## src/mon_pkg.sv

```systemverilog
// Notes on behaviour
// (RQ1) controller keeps trigger high when idle, pulls low to request conversion
// (RQ2) controller holds trigger low at least 4 us before releasing
// (RQ3) trigger held low: each triggered-mode command write starts a conversion
// (RQ4) user pin is input after reset; as output it drives high and low
// (RQ5) critical alarm: open-drain, active low, off at reset, filter programmable
// (RQ6) over-limit alarm: open-drain, active low, off at reset, transparent
// (RQ7) warning alarm: open-drain, active low, off at reset, delay programmable
// (RQ8) alert output off at reset; alert mask selects which events may assert it
// (RQ9) enabled alarm asserts only while its condition holds, releases after
package mon_pkg;
    localparam int unsigned CLK_HZ = 10_000_000;
    localparam int unsigned TRIG_LOW_MIN_NS = 4000;
    localparam int unsigned TRIG_LOW_CYC =
        (TRIG_LOW_MIN_NS * (CLK_HZ / 1_000_000) + 999) / 1000;
    localparam logic [3:0] ADR_CTRL = 4'h0;
    localparam logic [3:0] ADR_COMMAND = 4'h1;
    localparam logic [3:0] ADR_CRIT_TH = 4'h2;
    localparam logic [3:0] ADR_ALERT_MASK = 4'h3;
    localparam logic [3:0] ADR_STATUS = 4'h4;
    localparam logic [3:0] ADR_IRQ_MASK = 4'h5;
    localparam logic [3:0] ADR_GPIO = 4'h6;
    localparam int unsigned CTRL_TRIG_MODE = 0;
    localparam int unsigned CTRL_CRIT_EN = 1;
    localparam int unsigned CTRL_OVER_EN = 2;
    localparam int unsigned CTRL_WARN_EN = 3;
    localparam int unsigned CTRL_ALERT_EN = 4;
    localparam int unsigned CTRL_GPIO_OUT = 5;
    localparam int unsigned CMD_TRIG = 0;
    localparam int unsigned ST_CONV = 0;
    localparam int unsigned ST_CRIT = 1;
    localparam int unsigned ST_OVER = 2;
    localparam int unsigned ST_WARN = 3;
    localparam int unsigned CRIT_FILT_LSB = 0;
    localparam int unsigned WARN_DLY_LSB = 8;
    localparam logic [31:0] CTRL_RST = 32'h0000_0000;
    localparam logic [31:0] CRIT_TH_RST = 32'h0000_0000;
    localparam logic [3:0] MASK_RST = 4'h0;
    localparam logic [31:0] UNMAPPED_RD = 32'h0000_0000;
endpackage

```

## src/alarm_if.sv

```systemverilog
`timescale 1ns/100ps
`default_nettype none
interface alarm_if;
    logic en;
    logic [7:0] cycles;
    logic cond;
    logic active;
    modport owner(output en, output cycles, output cond, input active);
    modport filt(input en, input cycles, input cond, output active);
endinterface
`default_nettype wire

```

## src/alarm_filter.sv

```systemverilog
`timescale 1ns/100ps
`default_nettype none
module alarm_filter (
    input wire logic sys_clk_i,
    input wire logic reset_n_i,
    alarm_if.filt a
);
    logic [7:0] cnt_q, cnt_d;
    logic act_q, act_d;
    always_comb begin
        cnt_d = cnt_q;
        act_d = 1'b0;
        if (a.en && a.cond) begin // RQ9
            if (cnt_q >= a.cycles) begin
                act_d = 1'b1;
            end else begin
                cnt_d = cnt_q + 8'h01;
            end
        end else begin
            cnt_d = 8'h00;
        end
    end
    always_ff @(posedge sys_clk_i) begin
        if (!reset_n_i) begin
            cnt_q <= 8'h00;
            act_q <= 1'b0;
        end else begin
            cnt_q <= cnt_d;
            act_q <= act_d;
        end
    end
    assign a.active = act_q;
endmodule
`default_nettype wire

```

## src/monitor_pins.sv

```systemverilog
`timescale 1ns/100ps
`default_nettype none
module monitor_pins (
    input wire logic sys_clk_i,
    input wire logic reset_n_i,
    input wire logic [5:0] avs_address,
    input wire logic avs_read,
    input wire logic avs_write,
    input wire logic [31:0] avs_writedata,
    output logic [31:0] avs_readdata,
    output logic avs_waitrequest,
    input wire logic conv_trig_n_i,
    input wire logic crit_cond_i,
    input wire logic over_cond_i,
    input wire logic warn_cond_i,
    input wire logic conv_done_i,
    output logic conv_start_o,
    output logic crit_alarm_o,
    output logic crit_alarm_oe_n_o,
    output logic over_alarm_o,
    output logic over_alarm_oe_n_o,
    output logic warn_alarm_o,
    output logic warn_alarm_oe_n_o,
    output logic alert_o,
    output logic alert_oe_n_o,
    input wire logic gpio_i,
    output logic gpio_o,
    output logic gpio_oe_n_o,
    output logic irq_o
);
    localparam int unsigned TCW = $clog2(mon_pkg::TRIG_LOW_CYC + 1);

    // refuse a low-time count that the counter cannot serve
    if (mon_pkg::TRIG_LOW_CYC == 0) begin : g_bad_trig_cnt
        $error("trigger low count must be at least one");
    end

    // word index of a byte address
    function automatic logic [3:0] word_idx(input logic [5:0] addr);
        return addr[5:2];
    endfunction

    // zero-extend a four-bit register for read-back
    function automatic logic [31:0] pad_nib(input logic [3:0] v);
        return {28'h000_0000, v};
    endfunction

    // pin synchronisers
    logic [1:0] trig_s_q, trig_s_d;
    logic [1:0] gp_s_q, gp_s_d;
    logic [3:0] c1_q, c1_d;
    logic [3:0] c2_q, c2_d;
    // trigger state
    logic [TCW-1:0] low_cnt_q, low_cnt_d;
    logic trig_done_q, trig_done_d;
    logic start_q, start_d;
    // register file
    logic [31:0] ctrl_q, ctrl_d;
    logic [31:0] crit_q, crit_d;
    logic [31:0] rdata_q, rdata_d;
    logic [3:0] amask_q, amask_d;
    logic [3:0] imask_q, imask_d;
    logic [3:0] stat_q, stat_d;
    logic gpio_val_q, gpio_val_d;
    logic ack_q, ack_d;
    logic [3:0] ev;
    logic [3:0] widx;
    logic trig_low;
    logic wr;
    logic rd;
    logic cmd_trig;

    // alarm filters: 0 critical, 1 over-limit, 2 warning
    logic [2:0] alm_en;
    logic [2:0] alm_act;
    logic [2:0][7:0] alm_cyc;
    alarm_if alm [3] ();
    assign alm_en[0] = ctrl_q[mon_pkg::CTRL_CRIT_EN];
    assign alm_en[1] = ctrl_q[mon_pkg::CTRL_OVER_EN];
    assign alm_en[2] = ctrl_q[mon_pkg::CTRL_WARN_EN];
    assign alm_cyc[0] = crit_q[mon_pkg::CRIT_FILT_LSB +: 8]; // RQ5
    assign alm_cyc[1] = 8'h00; // RQ6
    assign alm_cyc[2] = crit_q[mon_pkg::WARN_DLY_LSB +: 8]; // RQ7
    for (genvar i = 0; i < 3; i++) begin : g_alarm
        alarm_filter u_filt (.sys_clk_i(sys_clk_i), .reset_n_i(reset_n_i), .a(alm[i]));
        assign alm[i].en = alm_en[i];
        assign alm[i].cycles = alm_cyc[i];
        assign alm[i].cond = c2_q[i + 1];
        assign alm_act[i] = alm[i].active;
    end

    assign widx = word_idx(avs_address);
    assign trig_low = !trig_s_q[1];
    // a write lands at the edge after the wait state ends, in the cycle where waitrequest is low
    assign wr = avs_write && ack_q;
    assign rd = avs_read && !ack_q;
    assign cmd_trig = wr && widx == mon_pkg::ADR_COMMAND
        && avs_writedata[mon_pkg::CMD_TRIG];
    assign ev = {alm_act, c2_q[0]};

    // two flip-flops on every pin input
    always_comb begin
        trig_s_d = {trig_s_q[0], conv_trig_n_i};
        gp_s_d = {gp_s_q[0], gpio_i};
        c1_d = {warn_cond_i, over_cond_i, crit_cond_i, conv_done_i};
        c2_d = c1_q;
    end
    always_ff @(posedge sys_clk_i) begin
        if (!reset_n_i) begin
            trig_s_q <= 2'h3;
            gp_s_q <= 2'h3;
            c1_q <= 4'h0;
            c2_q <= 4'h0;
        end else begin
            trig_s_q <= trig_s_d;
            gp_s_q <= gp_s_d;
            c1_q <= c1_d;
            c2_q <= c2_d;
        end
    end

    // low-time counter and conversion start
    always_comb begin
        low_cnt_d = low_cnt_q;
        trig_done_d = trig_done_q;
        start_d = 1'b0;
        if (!trig_low) begin // RQ1
            low_cnt_d = '0;
            trig_done_d = 1'b0;
        end else if (!trig_done_q) begin
            if (low_cnt_q == TCW'(mon_pkg::TRIG_LOW_CYC - 1)) begin // RQ2
                trig_done_d = 1'b1;
                start_d = ctrl_q[mon_pkg::CTRL_TRIG_MODE];
            end else begin
                low_cnt_d = low_cnt_q + TCW'(1);
            end
        end
        if (cmd_trig && ctrl_q[mon_pkg::CTRL_TRIG_MODE] && trig_low) begin
            start_d = 1'b1; // RQ3
        end
    end
    always_ff @(posedge sys_clk_i) begin
        if (!reset_n_i) begin
            low_cnt_q <= '0;
            trig_done_q <= 1'b0;
            start_q <= 1'b0;
        end else begin
            low_cnt_q <= low_cnt_d;
            trig_done_q <= trig_done_d;
            start_q <= start_d;
        end
    end

    // register file with set-wins sticky status
    always_comb begin
        ctrl_d = ctrl_q;
        crit_d = crit_q;
        amask_d = amask_q;
        imask_d = imask_q;
        gpio_val_d = gpio_val_q;
        stat_d = stat_q;
        rdata_d = rdata_q;
        ack_d = (avs_read || avs_write) && !ack_q;
        if (wr) begin
            case (widx)
                mon_pkg::ADR_CTRL: ctrl_d = avs_writedata;
                mon_pkg::ADR_CRIT_TH: crit_d = avs_writedata;
                mon_pkg::ADR_ALERT_MASK: amask_d = avs_writedata[3:0]; // RQ8
                mon_pkg::ADR_STATUS: stat_d = stat_q & ~avs_writedata[3:0];
                mon_pkg::ADR_IRQ_MASK: imask_d = avs_writedata[3:0];
                mon_pkg::ADR_GPIO: gpio_val_d = avs_writedata[0];
                default: ;
            endcase
        end
        stat_d = stat_d | ev;
        if (rd) begin
            case (widx)
                mon_pkg::ADR_CTRL: rdata_d = ctrl_q;
                mon_pkg::ADR_CRIT_TH: rdata_d = crit_q;
                mon_pkg::ADR_ALERT_MASK: rdata_d = pad_nib(amask_q);
                mon_pkg::ADR_STATUS: rdata_d = pad_nib(stat_q);
                mon_pkg::ADR_IRQ_MASK: rdata_d = pad_nib(imask_q);
                mon_pkg::ADR_GPIO: rdata_d = {30'h0000_0000, gp_s_q[1], gpio_val_q};
                default: rdata_d = mon_pkg::UNMAPPED_RD;
            endcase
        end
    end
    always_ff @(posedge sys_clk_i) begin
        if (!reset_n_i) begin
            ctrl_q <= mon_pkg::CTRL_RST; // RQ4
            crit_q <= mon_pkg::CRIT_TH_RST;
            amask_q <= mon_pkg::MASK_RST;
            imask_q <= mon_pkg::MASK_RST;
            stat_q <= 4'h0;
            gpio_val_q <= 1'b0;
            rdata_q <= 32'h0000_0000;
            ack_q <= 1'b0;
        end else begin
            ctrl_q <= ctrl_d;
            crit_q <= crit_d;
            amask_q <= amask_d;
            imask_q <= imask_d;
            stat_q <= stat_d;
            gpio_val_q <= gpio_val_d;
            rdata_q <= rdata_d;
            ack_q <= ack_d;
        end
    end

    assign avs_waitrequest = (avs_read || avs_write) && !ack_q;
    assign avs_readdata = rdata_q;
    assign conv_start_o = start_q;
    // open-drain: drive low only while active
    assign crit_alarm_o = 1'b0;
    assign crit_alarm_oe_n_o = !alm_act[0]; // RQ5
    assign over_alarm_o = 1'b0;
    assign over_alarm_oe_n_o = !alm_act[1]; // RQ6
    assign warn_alarm_o = 1'b0;
    assign warn_alarm_oe_n_o = !alm_act[2]; // RQ7
    assign alert_o = 1'b0;
    assign alert_oe_n_o = !(ctrl_q[mon_pkg::CTRL_ALERT_EN] && |(ev & amask_q)); // RQ8
    assign gpio_o = gpio_val_q; // RQ4
    assign gpio_oe_n_o = !ctrl_q[mon_pkg::CTRL_GPIO_OUT]; // RQ4
    assign irq_o = |(stat_q & imask_q);
endmodule
`default_nettype wire

```

## config.mk

```make
export PLATFORM = sky130hd
export DESIGN_NAME = monitor_pins
export DESIGN_NICKNAME = d
export VERILOG_FILES = /design/src/mon_pkg.sv /design/src/alarm_if.sv /design/src/alarm_filter.sv /design/src/monitor_pins.sv
export SDC_FILE = /design/constraint.sdc
export NUM_CORES = 1
export LEC_CHECK = 0
export BUFFER_PORTS_ARGS = -buffer_cell sky130_fd_sc_hd__buf_2
export CORE_MARGIN = 3
export CORE_UTILIZATION = 38
export DETAILED_ROUTE_END_ITERATION = 10
export GPL_TIMING_DRIVEN = 0
export PLACE_DENSITY = 0.6
export SYNTH_ARGS = -nofsm -noshare
export SYNTH_HDL_FRONTEND = slang
export SYNTH_SLANG_ARGS = --single-unit
```

## constraint.sdc

```tcl
create_clock -name sys_clk_i -period 2.4 [get_ports sys_clk_i]
set_input_delay 0.24 -clock sys_clk_i [delete_from_list [all_inputs] [get_ports sys_clk_i]]
set_output_delay 0.24 -clock sys_clk_i [all_outputs]
set_load 0.02 [all_outputs]
```

==> impl_metrics.ini <==
[power_and_ir_drop]
clock_power_share_pct = 51.2
power_switching_mw = 1.23
total_leakage_power_nw = 3.03
internal_power_mw = 4.40
p_seq_share_pct = 44.4
combinationalPowerShare_pct = 4.4
p_sw_share_pct = 21.8
peakVddDrop_mv = 0.526
p_per_area_mw_per_mm2 = 712

[run]
maxCapViolCount = 0

[worst_setup_path]
worstPathArrival_ns = 2.41
critical_path.max_fanout = 6
critical_path_class = flop to flop
max_stage_delay_ns = 0.37
cp_num_buf_inv = 1
setup.worst_path.end_class = flop
start_kind = flop
path_cells = inv_1, ha_1, and3_4, a221oi_4, nand4_1, or3_1, a21oi_1
crit_required_ns = 2.75
critPathTopFamily = simple AND/OR/NAND/NOR gates
critPathSlowestCell = a221oi_4

[run_status]
outcome = finished clean

[placed_design]
portBuffers = 85
detailed_place_hpwl_um = 12100
place_congestion = 0.815

[grt]
busiest_layer = met2
grt_max_degree = 17
grt_use_met2_pct = 30.1
grt_pass1_vias = 5322
grt_util_all_layers_pct = 18.9
overflow = 0
met3_usage_pct = 4.34
grt_pass1_wl_um = 27400
antenna_found_initial = 0
grt_use_met1_pct = 24.6

[floorplan]
pin_count = 93
die_w_um = 137
die_y_um = 137
core_sq_mm = 0.0167
initial_utilization_pct = 39.1
rows = 47
dieArea_sq_mm = 0.0188

[timing]
tightest_slew_ns = 0.604
slew_headroom_pct = 59.7
fmax_ghz = 0.485
finalCriticalPeriod_ns = 2.06
finalCritPeriodShare_pct = 85.9
hold_violations = 0
grt_setup_unrepaired = false
drv_slew = 0
setup-violations-final = 0
worst_hold_slack_ns = 0.0221
tns_ns = 0
skew_ns = 0.00700

[logic_synthesis]
synth_area_leaders = dfxtp_1 (46%), nand2_1 (10%), a21boi_1 (4.6%)
synth_area_sq_mm = 0.00654
synth.top_cell.area_share_pct = 45.6
avgSynthCellArea_sq_um = 8.49
ys_ff_latch = 149
ys_seq_area_share_pct = 45.6
async_reset_ff_share_pct = 0
synth_cells = 770
ys.flop_type = dfxtp_1
ys_warn_count = 0
ys_types = 47
yosysTopAreaCell = dfxtp_1
synth-edff-count = 0

[cts]
postCtsSetupRepairBufs = 0
cts-root-buf = clkbuf_16
clkTransAtPathRegs_ns = 0.06
cts_htree_levels = 4
clk_latency_ns = 0.43
clock_sinks = 149
cts_buffer_depth = 2
numCtsBuffers = 17
cts_tree = done

[route]
vias_per_cell = 5.01
vias = 5566
antenna_left = 0
wl_per_cell_um = 15.3
wl_um = 17000
drcViolationCount = 0
first_pass_iters = 6
drt_iter0_drc = 283

[finish]
area_delta_synth_final_pct = 21.0
drive_above_1_share_pct = 16.6
final_util_pct = 47.4
multi_input_area_sq_mm = 0.00324
antenna_cells = 0
nets = 946
fillCellCount = 1675
regArea_sq_mm = 0.00298

[min_path]
hold_class = input pin to flop
[registers in the layout, indices dropped and copies added (netlist names), 6 cells and up]
register and cells:
crit_q 32, low_cnt_q 6, avs_readdata 32, g_alarm.u_filt.cnt_q 16, ctrl_q 32
[layout by cell type (no fill, tap or decap), types with 4 or more instances in the layout]
cell	count
nor2_1	23
xnor2_1	5
nand2b_1	11
and3_1	9
a21boi_1	40
clkbuf_16	17
clkbuf_1	28
inv_1	22
a21boi_0	29
conb_1	4
or3_1	6
ha_1	19
bufinv_16	4
o21a_1	4
buf_4	4
buf_2	105
a22oi_1	30
mux2i_1	18
a21oi_1	12
xor2_1	4
and2_1	41
nand3_1	16
o21ai_1	10
dfxtp_1	149
o21ai_0	40
nand4_1	9
nor2b_1	12
nand2_1	177
[power groups by stage]
stage	logic (mW)	registers, mW	clock network (mW)
after floorplan	0.131	2.55	0
after global placement	0.245	2.55	0
after detailed placement	0.245	2.56	0
after CTS	0.249	2.50	2.93
after global routing	0.272	2.50	3.04
final	0.247	2.50	2.88
[worst reg2reg max path, stage by stage (launching register included)]
cell      delay (ns)
dfxtp_1         0.36
inv_1           0.06
ha_1            0.35
and3_4          0.21
a221oi_4        0.37
nand4_1         0.16
or3_1           0.32
a21oi_1         0.14
[synthesized netlist by cell type, types with 5 or more instances]
| master | n |
|---|---|
| a21boi_0 | 29 |
| inv_1 | 22 |
| nand4_1 | 9 |
| and3_1 | 9 |
| nand2_1 | 177 |
| o21ai_1 | 10 |
| clkbuf_1 | 28 |
| nor2_1 | 23 |
| a22oi_1 | 30 |
| nand3_1 | 16 |
| buf_2 | 20 |
| a21boi_1 | 40 |
| xnor2_1 | 5 |
| and2_1 | 41 |
| ha_1 | 19 |
| dfxtp_1 | 149 |
| mux2i_1 | 18 |
| a21oi_1 | 12 |
| o21ai_0 | 40 |
| nand2b_1 | 11 |
| nor2b_1 | 12 |
| or3_1 | 6 |
[timing repair]
action,4_1_cts,5_1_grt
endpoints found under the hold margin,2,0
resized for setup,0,0
hold buffers,2,0
[cells by family (layout without fill, tap and decap cells)]
family / Yosys count / after routing / share of synthesized area, %
simple gates: 314 / 314 / 22.5
compound gates: 184 / 184 / 19.3
flops: 149 / 149 / 45.6
buf+inv: 76 / 195 / 5.00
fa+ha+maj: 19 / 19 / 3.64
mux: 18 / 18 / 2.76
xor+xnor: 9 / 9 / 1.21
other cells: 1 / 4 / 0.0574
[through the flow]
step	cell area, sq um	setup slack [ns]	total power, mW	instances
floorplan	6550	0.530	2.68	773
global placement	7250	0.362	2.80	1078
detailed placement	7250	0.365	2.80	1078
CTS	7910	0.344	5.68	1112
global route	7910	0.176	5.81	1112
finish	7910	0.339	5.63	1112
[final cells by class]
| class | count | share of cell area [%] |
|---|---|---|
| inverter | 22 | 1.04 |
| clock inverter | 12 | 2.21 |
| buffer | 54 | 3.08 |
| timing repair buffer | 87 | 5.63 |
| multi-input combinational | 548 | 40.9 |
| tap | 220 | 3.48 |
| clock buffer | 20 | 5.90 |
| sequential | 149 | 37.7 |
[path summary, 6_finish.rpt]
check / end / slack, ns / cells after the start / startpoint
max: g_alarm[2].u_filt.cnt_q[6] / 0.34 / 7 / crit_q[15]
min: c1_q[0] / 0.02 / 2 / conv_done_i
max reg2reg: g_alarm[2].u_filt.cnt_q[6] / 0.34 / 7 / crit_q[15]
min reg2reg: trig_s_q[1] / 0.41 / 1 / trig_s_q[0]
[routing by layer]
layer	vias up	wire length [um]
li1	2821	-
met3	35	788
met4	0	442
met5	-	0
met2	123	7790
met1	2587	7960
(Power assumes the default switching activity.)
